==> src/verilog/ecd_pkg.sv <==
// Package: register map, mode fields, states and transfer carrier of the DMA controller
package ecd_pkg;
	// Channel count and register block layout
	localparam int NUM_CH = 8;
	localparam logic [35:0] PHYS_BASE = 36'h014002000;
	localparam logic [31:0] KSEG_BASE = 32'hb4002000;
	localparam logic [11:0] CH_STRIDE = 12'h100;

	// Offsets inside one channel block
	localparam logic [7:0] OFF_MODE_SET = 8'h00;
	localparam logic [7:0] OFF_MODE_CLR = 8'h04;
	localparam logic [7:0] OFF_PER_ADDR = 8'h08;
	localparam logic [7:0] OFF_BUFA_ADDR = 8'h0c;
	localparam logic [7:0] OFF_BUFA_SIZE = 8'h10;
	localparam logic [7:0] OFF_BUFB_ADDR = 8'h14;
	localparam logic [7:0] OFF_BUFB_SIZE = 8'h18;

	// Word store slots per channel
	localparam logic [1:0] SLOT_PER = 2'h0;
	localparam logic [1:0] SLOT_BUFA = 2'h1;
	localparam logic [1:0] SLOT_BUFB = 2'h2;

	// Mode register fields
	localparam int DAH_LSB = 20;
	localparam int SEL_LSB = 16;
	localparam int BANK_BIT = 15;
	localparam int ENDIAN_BIT = 13;
	localparam int DIR_BIT = 12;
	localparam int BURST_BIT = 11;
	localparam int WIDTH_LSB = 9;
	localparam int HALT_BIT = 6;
	localparam int GO_BIT = 5;
	localparam logic [31:0] MODE_WMASK = 32'h00ffbfa0;
	localparam logic [31:0] MODE_RST = 32'h00000000;

	// Remaining count width and bank 1 valid selector range
	localparam int CNT_W = 16;
	localparam logic [CNT_W-1:0] CNT_RST = 16'h0000;
	localparam logic [3:0] BANK1_IDS = 4'h4;
	localparam logic [3:0] BURST_SHORT = 4'h4;
	localparam logic [3:0] BURST_LONG = 4'h8;

	// Datum widths
	localparam logic [1:0] DW_8 = 2'h0;
	localparam logic [1:0] DW_16 = 2'h1;

	// Engine states, Gray along idle, load, move
	typedef enum logic [2:0] {
		ST_IDLE = 3'b000,
		ST_PER = 3'b001,
		ST_BUF = 3'b011,
		ST_BASE = 3'b010,
		ST_MOVE = 3'b110,
		ST_WRAP = 3'b111
	} ecd_state_t;

	// One datum beat offered to the system bus
	typedef struct packed {
		logic [2:0] chan;
		logic [35:0] dev_addr;
		logic [31:0] mem_addr;
		logic to_mem;
		logic [1:0] width;
		logic big_endian;
		logic last;
	} ecd_xfer_t;
endpackage

==> src/verilog/ecd_word_store.sv <==
// Word store for the per-channel address registers, with registered read ports
`timescale 1ns/1ps
module ecd_word_store (
	input wire logic core_clk_i,
	input wire logic reset_i,
	input wire logic wr_en_i,
	input wire logic [4:0] wr_idx_i,
	input wire logic [31:0] wr_data_i,
	input wire logic rd_en_i,
	input wire logic rd_mem_i,
	input wire logic [4:0] rd_idx_i,
	input wire logic [31:0] rd_alt_i,
	output logic [31:0] rd_data_o,
	input wire logic [4:0] eng_idx_i,
	output logic [31:0] eng_data_o
);
	logic [31:0] mem [32];

	// Storage has no reset; software programs it before enabling a channel
	always_ff @(posedge core_clk_i) begin
		if (wr_en_i) begin
			mem[wr_idx_i] <= wr_data_i;
		end
	end

	// Bus read word stands for one cycle only; other registers ride the bypass
	always_ff @(posedge core_clk_i or posedge reset_i) begin
		if (reset_i) begin
			rd_data_o <= 32'h00000000;
			eng_data_o <= 32'h00000000;
		end else begin
			rd_data_o <= !rd_en_i ? 32'h00000000 : (rd_mem_i ? mem[rd_idx_i] : rd_alt_i);
			eng_data_o <= mem[eng_idx_i];
		end
	end
endmodule

==> src/verilog/ecd_dma_top.sv <==
// Eight-channel DMA controller: channel registers, arbiter and burst engine
//
// Notes on behaviour
// RL1 - Eight channels, each with its own register block.
// RL2 - Channels move data between memory and 20 peripherals or external FIFO.
// RL3 - Two external request pins act as bank 0 selectors 2 and 3.
// RL4 - Channel blocks step by 0x100 from the channel 0 base.
// RL5 - Fixed priority: channel 0 highest, channel 7 lowest.
// RL6 - Decode mode set/read, clear, peripheral address, two address/size pairs.
// RL7 - Two buffers each; size write programs count, read returns remaining.
// RL8 - Mode set write sets bits written one; read returns mode.
// RL9 - Mode clear write clears bits written one, others unchanged.
// RL10 - Software puts FIFO address in peripheral register and high bits.
// RL11 - Software never enables two channels with the same selector.
// RL12 - Peripheral chosen by bank bit plus 4-bit selector; bank 1 4-15 reserved.
// RL13 - Serial port peripherals use 8-bit width, programmable size.
// RL14 - USB endpoints on bank 0 selectors 8 to 13, size 4, width 8.
// RL15 - Audio link selectors 4/5 width 16; serial audio 14/15.
// RL16 - Mode holds address-high 23:20, selector 19:16, bank bit 15.
// RL17 - Mode bit 12 picks direction: zero memory to device.
// RL18 - Bit 11 picks 4 or 8 datums; bits 10:9 datum width.
// RL19 - Burst starts only on peripheral request; highest priority requester wins.
// RL20 - Mode registers read zero after reset; channels idle.
//
// Implementation choice: the plain strobed port.
`timescale 1ns/1ps
module ecd_dma_top (
	input wire logic core_clk_i,
	input wire logic reset_i,
	input wire logic [10:0] reg_addr_i,
	input wire logic [31:0] reg_wdata_i,
	input wire logic reg_wr_i,
	input wire logic reg_rd_i,
	output logic [31:0] reg_rdata_o,
	input wire logic [13:0] bank0_req_i,
	input wire logic [3:0] bank1_req_i,
	input wire logic external_request_a_i,
	input wire logic external_request_b_i,
	output ecd_pkg::ecd_xfer_t xfer_o,
	output logic xfer_valid_o,
	input wire logic xfer_ready_i,
	output logic [7:0] chan_busy_o
);
	// Bank-select plus selector lookup into the request vectors
	// Bank 1 selectors 4 to 15 are reserved and never raise a request
	function automatic logic sel_req(input logic bank, input logic [3:0] id,
		input logic [15:0] r0, input logic [3:0] r1);
		logic hit;
		hit = 1'b0;
		if (!bank) begin
			hit = r0[id];
		end else if (id < ecd_pkg::BANK1_IDS) begin
			hit = r1[id[1:0]];
		end
		return hit;
	endfunction

	// Bytes per datum; the reserved width code is treated as a full word
	// Memory addresses step by this amount after every accepted beat
	function automatic logic [31:0] datum_bytes(input logic [1:0] dw);
		logic [31:0] b;
		b = 32'h00000004;
		if (dw == ecd_pkg::DW_8) begin
			b = 32'h00000001;
		end else if (dw == ecd_pkg::DW_16) begin
			b = 32'h00000002;
		end
		return b;
	endfunction

	// Lowest set index wins
	// The loop runs downward so the last hit seen is the highest priority
	function automatic logic [2:0] first_set(input logic [7:0] v);
		logic [2:0] idx;
		idx = 3'h0;
		for (int k = ecd_pkg::NUM_CH - 1; k >= 0; k--) begin
			if (v[k]) begin
				idx = 3'(k);
			end
		end
		return idx;
	endfunction

	// Bus decode: channel in the upper bits, byte offset below
	// Only the block-relative part of the address is decoded; the base is fixed
	wire [2:0] bus_ch = reg_addr_i[10:8]; // RL4
	wire [7:0] bus_off = reg_addr_i[7:0];
	wire is_mode = bus_off == ecd_pkg::OFF_MODE_SET;
	wire is_clr = bus_off == ecd_pkg::OFF_MODE_CLR;
	wire is_per = bus_off == ecd_pkg::OFF_PER_ADDR;
	wire is_bufa = bus_off == ecd_pkg::OFF_BUFA_ADDR;
	wire is_sizea = bus_off == ecd_pkg::OFF_BUFA_SIZE;
	wire is_bufb = bus_off == ecd_pkg::OFF_BUFB_ADDR;
	wire is_sizeb = bus_off == ecd_pkg::OFF_BUFB_SIZE;
	wire is_word = is_per | is_bufa | is_bufb; // RL6
	wire [1:0] word_slot = is_per ? ecd_pkg::SLOT_PER :
		(is_bufa ? ecd_pkg::SLOT_BUFA : ecd_pkg::SLOT_BUFB);
	wire [4:0] bus_idx = {bus_ch, word_slot};
	wire [31:0] wr_bits = reg_wdata_i & ecd_pkg::MODE_WMASK;

	// External pins take the bank 0 slots 2 and 3
	// The pins are used as plain levels; whoever drives them keeps them synchronous
	wire [15:0] req0 = {bank0_req_i[13:2], external_request_b_i, external_request_a_i,
		bank0_req_i[1:0]}; // RL3
	wire [3:0] req1 = bank1_req_i; // RL2

	// Channel state
	// Mode, halt and counts are per channel; addresses sit in the word store
	logic [31:0] mode_q [8];
	logic [7:0] halt_q;
	logic [7:0] armed_q;
	logic [ecd_pkg::CNT_W-1:0] prog_q [8][2];
	logic [ecd_pkg::CNT_W-1:0] remain_q [8][2];
	logic [7:0] ch_req;

	// Engine state
	// One engine serves all channels, one burst at a time
	ecd_pkg::ecd_state_t state_q;
	logic [2:0] cur_q;
	logic buf_sel_q;
	logic [3:0] beat_q;
	logic [3:0] blen_q;
	logic [31:0] per_q;
	ecd_pkg::ecd_xfer_t xfer_q;
	logic xfer_valid_q;
	logic [7:0] busy_q;
	wire beat_acc = xfer_valid_q & xfer_ready_i;
	wire engine_busy = state_q != ecd_pkg::ST_IDLE;

	genvar gi;
	genvar gb;
	generate
		for (gi = 0; gi < ecd_pkg::NUM_CH; gi++) begin : g_ch
			wire hit = reg_wr_i & (bus_ch == 3'(gi)); // RL1
			wire set_w = hit & is_mode;
			wire clr_w = hit & is_clr;
			wire go = mode_q[gi][ecd_pkg::GO_BIT];
			wire bank = mode_q[gi][ecd_pkg::BANK_BIT]; // RL16
			wire [3:0] id = mode_q[gi][ecd_pkg::SEL_LSB +: 4]; // RL12
			wire has_work = (remain_q[gi][0] != ecd_pkg::CNT_RST) |
				(remain_q[gi][1] != ecd_pkg::CNT_RST); // RL7
			wire [31:0] mode_d = set_w ? (mode_q[gi] | wr_bits) :
				(clr_w ? (mode_q[gi] & ~wr_bits) : mode_q[gi]);

			// A channel asks for the bus only when enabled and its peripheral asks
			assign ch_req[gi] = go & has_work & sel_req(bank, id, req0, req1); // RL19

			// Mode bits change only through set and clear writes
			// Bit 6 is never stored here; halt is merged in on the read path
			always_ff @(posedge core_clk_i or posedge reset_i) begin
				if (reset_i) begin
					mode_q[gi] <= ecd_pkg::MODE_RST; // RL20
				end else begin
					mode_q[gi] <= mode_d; // RL8 RL9
				end
			end

			// Halt follows a cleared go once the channel has left the engine
			// A channel never enabled stays un-halted, so reset status reads zero
			// Setting go again drops halt in the next cycle
			always_ff @(posedge core_clk_i or posedge reset_i) begin
				if (reset_i) begin
					halt_q[gi] <= 1'b0;
					armed_q[gi] <= 1'b0;
				end else begin
					armed_q[gi] <= go | (armed_q[gi] & ~halt_q[gi]);
					halt_q[gi] <= !go & (halt_q[gi] | (armed_q[gi] & ~busy_q[gi]));
				end
			end

			for (gb = 0; gb < 2; gb++) begin : g_buf
				wire size_w = hit & (gb == 0 ? is_sizea : is_sizeb);
				wire dec = beat_acc & (cur_q == 3'(gi)) & (buf_sel_q == 1'(gb));

				// A size write restarts the count even during a burst
				// Rewriting a live count may leave the running burst short
				always_ff @(posedge core_clk_i or posedge reset_i) begin
					if (reset_i) begin
						prog_q[gi][gb] <= ecd_pkg::CNT_RST;
						remain_q[gi][gb] <= ecd_pkg::CNT_RST;
					end else if (size_w) begin
						prog_q[gi][gb] <= reg_wdata_i[ecd_pkg::CNT_W-1:0]; // RL7
						remain_q[gi][gb] <= reg_wdata_i[ecd_pkg::CNT_W-1:0];
					end else if (dec) begin
						remain_q[gi][gb] <= remain_q[gi][gb] - 1'b1; // RL7
					end
				end
			end
		end
	endgenerate

	// Read data for the registers kept outside the word store
	// Only the remaining count is visible; the programmed size stays internal
	wire [31:0] mode_rd = mode_q[bus_ch] | ({31'h0, halt_q[bus_ch]} << ecd_pkg::HALT_BIT);
	wire [31:0] rd_alt = is_mode ? mode_rd : // RL8
		(is_sizea ? {16'h0, remain_q[bus_ch][0]} :
		(is_sizeb ? {16'h0, remain_q[bus_ch][1]} : 32'h00000000)); // RL6

	// Arbitration and fields of the winning channel
	// Fixed priority lets a busy channel 0 starve the others while it asks
	// The first beat address resumes from the part of the buffer already moved
	wire any_req = |ch_req;
	wire [2:0] win = first_set(ch_req); // RL5
	wire [31:0] win_mode = mode_q[win];
	wire win_buf = remain_q[win][0] == ecd_pkg::CNT_RST;
	wire [31:0] cur_mode = mode_q[cur_q];
	wire [1:0] cur_dw = cur_mode[ecd_pkg::WIDTH_LSB +: 2]; // RL18
	wire [31:0] step = datum_bytes(cur_dw);
	wire [ecd_pkg::CNT_W-1:0] cur_remain = remain_q[cur_q][buf_sel_q];
	wire [ecd_pkg::CNT_W-1:0] cur_done = prog_q[cur_q][buf_sel_q] - cur_remain;
	wire [31:0] base_off = {16'h0, cur_done} * step;
	wire [1:0] eng_slot = buf_sel_q ? ecd_pkg::SLOT_BUFB : ecd_pkg::SLOT_BUFA;
	wire [4:0] eng_idx = state_q == ecd_pkg::ST_PER ? {cur_q, ecd_pkg::SLOT_PER} :
		{cur_q, eng_slot};
	wire [31:0] eng_data;
	wire [3:0] beat_nx = beat_q + 4'h1;
	wire last_nx = (beat_nx == blen_q - 4'h1) | (cur_remain == 16'h0002);

	// Address registers and read data live in the word store
	// The engine port costs one cycle per lookup, hence the load states
	ecd_word_store u_store (
		.core_clk_i(core_clk_i),
		.reset_i(reset_i),
		.wr_en_i(reg_wr_i & is_word),
		.wr_idx_i(bus_idx),
		.wr_data_i(reg_wdata_i),
		.rd_en_i(reg_rd_i),
		.rd_mem_i(is_word),
		.rd_idx_i(bus_idx),
		.rd_alt_i(rd_alt),
		.rd_data_o(reg_rdata_o),
		.eng_idx_i(eng_idx),
		.eng_data_o(eng_data)
	);

	// Next engine state
	// Idle, peripheral load, buffer load, base add, move, then one wrap cycle
	// The wrap cycle separates bursts so the counts settle before the next pick
	ecd_pkg::ecd_state_t state_d;
	always_comb begin
		state_d = state_q;
		unique case (state_q)
			ecd_pkg::ST_IDLE: begin
				if (any_req) begin
					state_d = ecd_pkg::ST_PER; // RL19
				end
			end
			ecd_pkg::ST_PER: begin
				state_d = ecd_pkg::ST_BUF;
			end
			ecd_pkg::ST_BUF: begin
				state_d = ecd_pkg::ST_BASE;
			end
			ecd_pkg::ST_BASE: begin
				state_d = ecd_pkg::ST_MOVE;
			end
			ecd_pkg::ST_MOVE: begin
				if (beat_acc & xfer_q.last) begin
					state_d = ecd_pkg::ST_WRAP;
				end
			end
			ecd_pkg::ST_WRAP: begin
				state_d = ecd_pkg::ST_IDLE;
			end
			default: begin
				state_d = ecd_pkg::ST_IDLE;
			end
		endcase
	end

	// State register
	always_ff @(posedge core_clk_i or posedge reset_i) begin
		if (reset_i) begin
			state_q <= ecd_pkg::ST_IDLE;
		end else begin
			state_q <= state_d;
		end
	end

	// Winner is latched once; a lower channel waits for the whole burst
	// A request that drops mid-burst does not cut the burst short
	always_ff @(posedge core_clk_i or posedge reset_i) begin
		if (reset_i) begin
			cur_q <= 3'h0;
			buf_sel_q <= 1'b0;
			blen_q <= ecd_pkg::BURST_SHORT;
		end else if (state_q == ecd_pkg::ST_IDLE && any_req) begin
			cur_q <= win; // RL5
			buf_sel_q <= win_buf; // RL7
			blen_q <= win_mode[ecd_pkg::BURST_BIT] ? ecd_pkg::BURST_LONG :
				ecd_pkg::BURST_SHORT; // RL18
		end
	end

	// Peripheral FIFO address arrives one cycle after its slot is read
	always_ff @(posedge core_clk_i or posedge reset_i) begin
		if (reset_i) begin
			per_q <= 32'h00000000;
		end else if (state_q == ecd_pkg::ST_BUF) begin
			per_q <= eng_data; // RL10
		end
	end

	// Beat offer: first beat resumes where the remaining count left off
	// An offered beat holds every field until the system bus takes it
	// The last flag is worked out one beat ahead so it stands with its beat
	always_ff @(posedge core_clk_i or posedge reset_i) begin
		if (reset_i) begin
			xfer_q <= '0;
			xfer_valid_q <= 1'b0;
			beat_q <= 4'h0;
		end else if (state_q == ecd_pkg::ST_BASE) begin
			xfer_q.chan <= cur_q;
			xfer_q.dev_addr <= {cur_mode[ecd_pkg::DAH_LSB +: 4], per_q}; // RL16
			xfer_q.mem_addr <= eng_data + base_off;
			xfer_q.to_mem <= cur_mode[ecd_pkg::DIR_BIT]; // RL17
			xfer_q.width <= cur_dw; // RL13 RL14 RL15
			xfer_q.big_endian <= cur_mode[ecd_pkg::ENDIAN_BIT];
			xfer_q.last <= cur_remain == 16'h0001;
			xfer_valid_q <= 1'b1;
			beat_q <= 4'h0;
		end else if (beat_acc) begin
			xfer_q.mem_addr <= xfer_q.mem_addr + step;
			xfer_q.last <= last_nx; // RL18
			xfer_valid_q <= !xfer_q.last;
			beat_q <= beat_nx;
		end
	end

	// Busy flags feed the halt status of each channel
	// They lag the engine state by one cycle, which halt tolerates
	always_ff @(posedge core_clk_i or posedge reset_i) begin
		if (reset_i) begin
			busy_q <= 8'h00;
		end else begin
			busy_q <= engine_busy ? (8'h01 << cur_q) : 8'h00;
		end
	end

	// The peripheral FIFO address is not checked against the selector; the
	// device trusts software here, which keeps the engine free of lookup tables.
	// Width and burst length are likewise left for software to match the FIFO.
	// Two channels on one selector would race for the same FIFO requests. RL11
	assign xfer_o = xfer_q;
	assign xfer_valid_o = xfer_valid_q;
	assign chan_busy_o = busy_q;
endmodule

==> config.mk <==
export PLATFORM = sky130hd
export DESIGN_NAME = ecd_dma_top
export DESIGN_NICKNAME = d
export VERILOG_FILES = /design/src/verilog/ecd_pkg.sv /design/src/verilog/ecd_word_store.sv /design/src/verilog/ecd_dma_top.sv
export SDC_FILE = /design/constraint.sdc
export NUM_CORES = 2
export LEC_CHECK = 0
export BUFFER_PORTS_ARGS = -buffer_cell sky130_fd_sc_hd__buf_2
export CORE_ASPECT_RATIO = 1.4
export CORE_UTILIZATION = 30
export DETAILED_ROUTE_END_ITERATION = 8
export GPL_ROUTABILITY_DRIVEN = 0
export PLACE_DENSITY = 0.44
export SYNTH_ARGS = -nofsm -noshare
export SYNTH_HDL_FRONTEND = slang
export SYNTH_HIERARCHICAL = 1
export SYNTH_SLANG_ARGS = --single-unit
==> constraint.sdc <==
create_clock -name core_clk_i -period 26.5 [get_ports core_clk_i]
set_input_delay 2.65 -clock core_clk_i [delete_from_list [all_inputs] [get_ports core_clk_i]]
set_output_delay 2.65 -clock core_clk_i [all_outputs]
set_load 0.01 [all_outputs]
* Word level (Yosys, flattened, before mapping) *
Memory sizes are Yosys's and may differ from the RTL's. A register that Yosys moved wholly into a read port is not among the register bits.
Index checks and enable logic that the tools add are counted.

word-level totals
  register bits = 948
  memory bits (writable) = 1024
  input port bits = 68
  memories = 1

memories
  name         words  width  rd ports  clocked after memory_dff  write ports  line                  source
  u_store.mem  32     32     2         1                         1            ecd_word_store.sv:17  logic [31:0] mem [32];

cells by class
  $add $sub $neg = 21
  $mul = 1
  magnitude comparators = 29
  eq/ne operators = 30
  shift operators = 1
  multiplexer cells = 159
  bitwise logic cells = 173
  reductions and logical operators = 60

operators by type and width
  kind                     number
  $mux W32                 31
  $bmux W32 S3             7
  $mux W16                 40
  $and A32 B32 Y32         8
  $or A32 B24 Y32          8
  $reduce_bool A16 Y1      16
  $sub A16 B1 Y16 const B  16
  $and A1 B1 Y1            107
  $add A32 B32 Y32         2
  $reduce_bool A2 Y1       25
  $mux W24                 2
  $lt A4 B5 Y1 const B     8
  $mux W1                  39
  $mux W3                  12
  $bmux W1 S4              8
  $lt A4 B3 Y1 const B     8
  $mul A16 B32 Y32         1
  $not A24 Y32             1
  $or A32 B7 Y32           1
  $eq A3 B3 Y1 const B     9
  $or A1 B1 Y1             27
  $eq A8 B5 Y1 const B     3
  $lt A2 B3 Y1 const B     8
  $mux W12                 2
  34 further kinds         85

* Longest topological paths before layout *
  depth in word-level cells = 18
  mapped depth = 35
  depth with buffers taken out = 30

* By module *
Netlist, hierarchy kept.

by module, submodules not included
  module          times used  cells an instance  area an instance (um2)  sequential area each (um2)
  ecd_word_store  1           2698               49409.9                 32351.0
  ecd_dma_top     1           4582               45806.4                 19870.3

* Worst setup path before layout *
Ideal clock, no wire load.

  kind = reg2reg
  from = reg cur_q[0]
  to = reg xfer_q (netlist bit xfer_o[31])
  library setup time = 77 ps
  data arrival time = 7999 ps
  required time = 26423 ps
  setup slack = 18424 ps
  cell stages (with the launch flop) = 33
  clock period less this slack = 8076 ps
  cell sequence = dfrtp_1 buf_2 buf_2 clkbuf_1 clkbuf_1 buf_2 mux4_2 mux4_2 ha_1 nor2b_1 o21ai_0 a21boi_0 o21ai_0 a21boi_0 o21ai_0 a21oi_1 o41ai_1 xnor2_1 nor2_1 fa_1 inv_1 fa_1 inv_1 ha_1 clkbuf_1 o21a_1 o211ai_1 o21a_1 a311o_1 a31oi_1 o2111ai_1 xor2_1 a21oi_1

between the ends
  word-level cells in the longest chain between the ends = 11

ends and longest elaborated chain
  item                                              line                                                        source
  from (decl)                                       ecd_dma_top.sv:119                                          logic [2:0] cur_q;
  from (signal assigned)                            ecd_dma_top.sv:288                                          cur_q <= win;
  $not A3 Y4 (implied by the code) (*)              ecd_dma_top.sv:206, ecd_dma_top.sv:209, ecd_dma_top.sv:210
  $bmux W32 S3, on equally long branches            ecd_dma_top.sv:210, ecd_dma_top.sv:209
  $mux W32, on equally long branches (2 in series)  ecd_dma_top.sv:210, ecd_dma_top.sv:209
  $mux W16, on equally long branches (3 in series)  ecd_dma_top.sv:210, ecd_dma_top.sv:209
  $sub A16 B16 Y16                                  ecd_dma_top.sv:210                                          wire [ecd_pkg::CNT_W-1:0] cur_done = prog_q[cur_q][buf_sel_q] - cur_remain;
  $mul A16 B32 Y32                                  ecd_dma_top.sv:211                                          wire [31:0] base_off = {16'h0, cur_done} * step;
  $add A32 B32 Y32                                  ecd_dma_top.sv:315                                          xfer_q.mem_addr <= eng_data + base_off;
  $mux W32 (*)                                      ecd_dma_top.sv:312                                          end else if (state_q == ecd_pkg::ST_BASE) begin
  to (decl)                                         ecd_dma_top.sv:124                                          ecd_pkg::ecd_xfer_t xfer_q;

Every way passes the cells marked *; elsewhere a longest branch is shown, timed or not. The select of a mux whose other input is x is not followed.
A chain may end at the register's enable or synchronous reset.

* Worst setup path after layout *
  from = reg cur_q[0]
  to = reg xfer_q (netlist bit xfer_o[32])

The elaborated chain is that of the path after synthesis.

==> load_flow_metrics.sql <==
INSERT INTO impl_metrics (metric_group, metric, value, unit) VALUES
('grt', 'globalRouteTotalUtil', '23.93', '%'),
('clock_network', 'worst_setup_hold_path_clk_slew', '0.07', 'ns'),
('yosys', 'synth_edf_count', '1024', ''),
('clock_network', 'insertion_delay', '0.91', 'ns'),
('grt', 'grt_antenna_before_repair', '38', ''),
('sta', 'hold_viol_final', '0', ''),
('worst_setup_path', 'timing.setup.critical_path_class', 'reg -> reg', ''),
('yosys', 'synth_largest_type_area_fraction', '32.29', '%'),
('floorplan', 'die_w', '478.1', 'um'),
('yosys', 'dominantRegCellSynth', 'sky130_fd_sc_hd__edfxtp_1', ''),
('power', 'worst_ir_drop_vdd', '0.04881', 'mV'),
('yosys', 'synth_area_leader_cell', 'sky130_fd_sc_hd__edfxtp_1', ''),
('power', 'power.density', '72.95', 'nW/um2'),
('worst_setup_path', 'r2r_cells', '29', ''),
('sta', 'report.final.slew_viol_count', '0', ''),
('sta', 'setup-violations-final', '0', ''),
('worst_setup_path', 'critPathRequiredTime', '27.22', 'ns'),
('sta', 'grt_setup_unrepaired', 'false', ''),
('yosys', 'ys_ff_latch', '1882', ''),
('sta', 'tightestPinTransition', '1.263', 'ns'),
('floorplan', 'rows', '244', ''),
('floorplan', 'effective_utilization_at_floorplan', '30.16', '%'),
('sta', 'timing.fmax', '0.1064', 'GHz'),
('grt', 'overflow', '0', ''),
('yosys', 'synth_top_family_by_area', 'multiplexers', ''),
('grt', 'met3_usage', '3.140', '%'),
('cells_and_area', 'final_util', '34.15', '%'),
('worst_setup_path', 'arrival', '10.12', 'ns'),
('yosys', 'synth.yosys.seq_area_share', '54.84', '%'),
('flow_run', 'max-cap-violations', '0', ''),
('worst_setup_path', 'worstSetupEndpoint', 'xfer_o[32]', ''),
('grt', 'gr-max-usage-layer', 'met2', ''),
('drt', 'detailedRoute.firstPassIterationCount', '9', ''),
('yosys', 'syn-instance-count', '7280', ''),
('clock_network', 'cts_tree', 'done', ''),
('drt', 'drt-vias-per-instance', '5.590', ''),
('worst_setup_path', 'cp_slowest_cell', 'sky130_fd_sc_hd__dfrtp_4', ''),
('yosys', 'synthesis.area_per_instance', '13.08', 'um2'),
('worst_setup_path', 'endpoint_kind', 'flip-flop', ''),
('floorplan', 'core-area', '315700', 'um2'),
('yosys', 'synth_async_sr_flop_share', '45.59', '%'),
('yosys', 'synth.top_cells.by_area', 'sky130_fd_sc_hd__edfxtp_1, sky130_fd_sc_hd__dfrtp_1, sky130_fd_sc_hd__mux4_2', ''),
('drt', 'drc', '18', ''),
('yosys', 'mappedNetlistArea', '95220', 'um2'),
('sta', 'fin_setup_tns', '0', 'ns'),
('yosys', 'yosys.area_share.adder', '1.456', '%'),
('outcome', 'failed_checks', 'design-rule violations', ''),
('outcome', 'outcome', 'finished, violations left', ''),
('floorplan', 'total_die_area', '319700', 'um2'),
('clock_network', 'cts-root-to-sink-buffers', '4', ''),
('worst_setup_path', 'critical-path-max-stage-delay', '0.88', 'ns'),
('worst_setup_path', 'path_common_cell', 'sky130_fd_sc_hd__o21ai_0', ''),
('place', 'place.port_buffers', '184', ''),
('worst_setup_path', 'critical_path.reg2reg.startpoint', 'cur_q[0]', ''),
('yosys', 'synthMuxAreaShare', '21.82', '%'),
('cells_and_area', 'mostFrequentLayoutCell', 'sky130_fd_sc_hd__nand2_1', ''),
('worst_setup_path', 'setup.reg_to_reg.worst_slack', '17.10', 'ns'),
('place', 'dpl.hpwl', '257.3', 'mm'),
('grt', 'grt_use_met2', '42.97', '%'),
('cells_and_area', 'drive_gt1_share', '19.48', '%'),
('floorplan', 'pin_count', '185', ''),
('sta', 'fin_crit', '9.400', 'ns'),
('cells_and_area', 'areaGrowthSynthToFinish', '13.22', '%'),
('power', 'static_leak', '0.03965', 'uW'),
('clock_network', 'h-tree-depth', '4', ''),
('drt', 'average_wire_per_cell_in_the_routed_design', '33.10', 'um'),
('worst_setup_path', 'timing.critical_path.from', 'cur_q[0]', ''),
('drt', 'routed_wl', '387.8', 'mm'),
('yosys', 'post_synth_xor_area_fraction', '2.861', '%'),
('worst_setup_path', 'crit_fanout', '43', ''),
('grt', 'first_pass_grt_wire_length', '537.9', 'mm');
stage by stage:
stage / worst slack, ns / total power [uW] / instance area [um2]
finish: 17.10 / 7864 / 107800
floorplan: 1.556 / 4314 / 95240
global route: 16.43 / 8144 / 107800
global placement: 17.08 / 5008 / 101100
CTS: 17.14 / 7944 / 107700
detailed placement: 17.26 / 5012 / 101100
metal layers:
| metal | part of all wire, % | wire [um] |
|---|---|---|
| met1 | 36 | 140000 |
| met2 | 52 | 201300 |
| met5 | 0.029 | 111 |
| met3 | 4.9 | 19170 |
| met4 | 7.0 | 27260 |
synth_stat cells, types with 24 or more instances:
cell type and instances:
sky130_fd_sc_hd__buf_1 56, sky130_fd_sc_hd__clkbuf_1 358, sky130_fd_sc_hd__fa_1 33, sky130_fd_sc_hd__and3_1 27, sky130_fd_sc_hd__inv_1 156, sky130_fd_sc_hd__nand2b_1 32, sky130_fd_sc_hd__xor2_1 110, sky130_fd_sc_hd__nand3_1 45
sky130_fd_sc_hd__or4_1 53, sky130_fd_sc_hd__o21ai_0 352, sky130_fd_sc_hd__mux4_2 634, sky130_fd_sc_hd__nand2_1 1065, sky130_fd_sc_hd__xnor2_1 201, sky130_fd_sc_hd__a21oi_1 357, sky130_fd_sc_hd__nor4_1 57, sky130_fd_sc_hd__nor3_1 103
sky130_fd_sc_hd__mux2i_1 580, sky130_fd_sc_hd__buf_2 80, sky130_fd_sc_hd__a31oi_1 140, sky130_fd_sc_hd__nor2_1 287, sky130_fd_sc_hd__mux2_2 57, sky130_fd_sc_hd__or3_1 32, sky130_fd_sc_hd__a22oi_1 256, sky130_fd_sc_hd__ha_1 58
sky130_fd_sc_hd__dfrtp_1 857, sky130_fd_sc_hd__buf_4 24, sky130_fd_sc_hd__edfxtp_1 1024
sequential cells by signal (all words and copies together), names as in the netlist, named ones only:
name	cells
u_store/mem	1024
state_q	3
u_store/eng_data_o	32
xfer_o	76
xfer_valid_o	1
prog_q	256
buf_sel_q	1
armed_q	8
cur_q	3
halt_q	8
blen_q	2
beat_q	4
per_q	32
u_store/rd_data_o	32
chan_busy_o	8
remain_q	256
cells by family after synthesis:
logic type               count (synthesis)
AO/OA/AOI/OAI                         1216
buffers and inverters                  678
adder cells (fa/ha/maj)                 91
AND/OR/NAND/NOR                       1828
flip-flops                            1882
XOR/XNOR                               311
multiplexers                          1273
other                                    1
worst min path at each step:
stage	from	end	depth (start not counted)	slack, ns
after global routing	per_q[29]	xfer_o[66]	2	0.49
after detailed placement	prog_q[140]	prog_q[140]	2	0.46
final	per_q[23]	xfer_o[60]	2	0.46
after global placement	per_q[20]	xfer_o[57]	2	0.45
after floorplan	per_q[0]	xfer_o[37]	2	0.43
after CTS	per_q[25]	xfer_o[62]	2	0.46
worst max-delay path: cells and delay by family (launching register included):
family / cells / cell delay [ns]
adders and majority gates: 4 / 1.37
xor gates and xnor gates: 1 / 0.17
and+or+nand+nor: 5 / 0.80
muxes: 2 / 1.07
DFF: 1 / 0.88
buffers and inverters: 4 / 1.15
AOI/OAI and AO/OA: 13 / 3.59
power by group:
| part | internal [uW] | switching, uW | leakage (uW) |
|---|---|---|---|
| registers | 3220 | 192 | 0.0209 |
| logic | 562 | 971 | 0.0155 |
| clock network | 1650 | 1270 | 0.00324 |
| total | 5430 | 2430 | 0.0396 |
final cells by class:
type                            instances  area, um2
Multi-Input combinational cell       4727      40800
Antenna cell                           44      110.1
Inverter                              156      595.6
Clock buffer                          286       5759
Fill cell                           31136     207900
Sequential cell                      1882      52230
Clock inverter                         91      850.8
Timing Repair Buffer                  348       2222
Tap cell                             4182       5233
(Power assumes the default switching activity.)
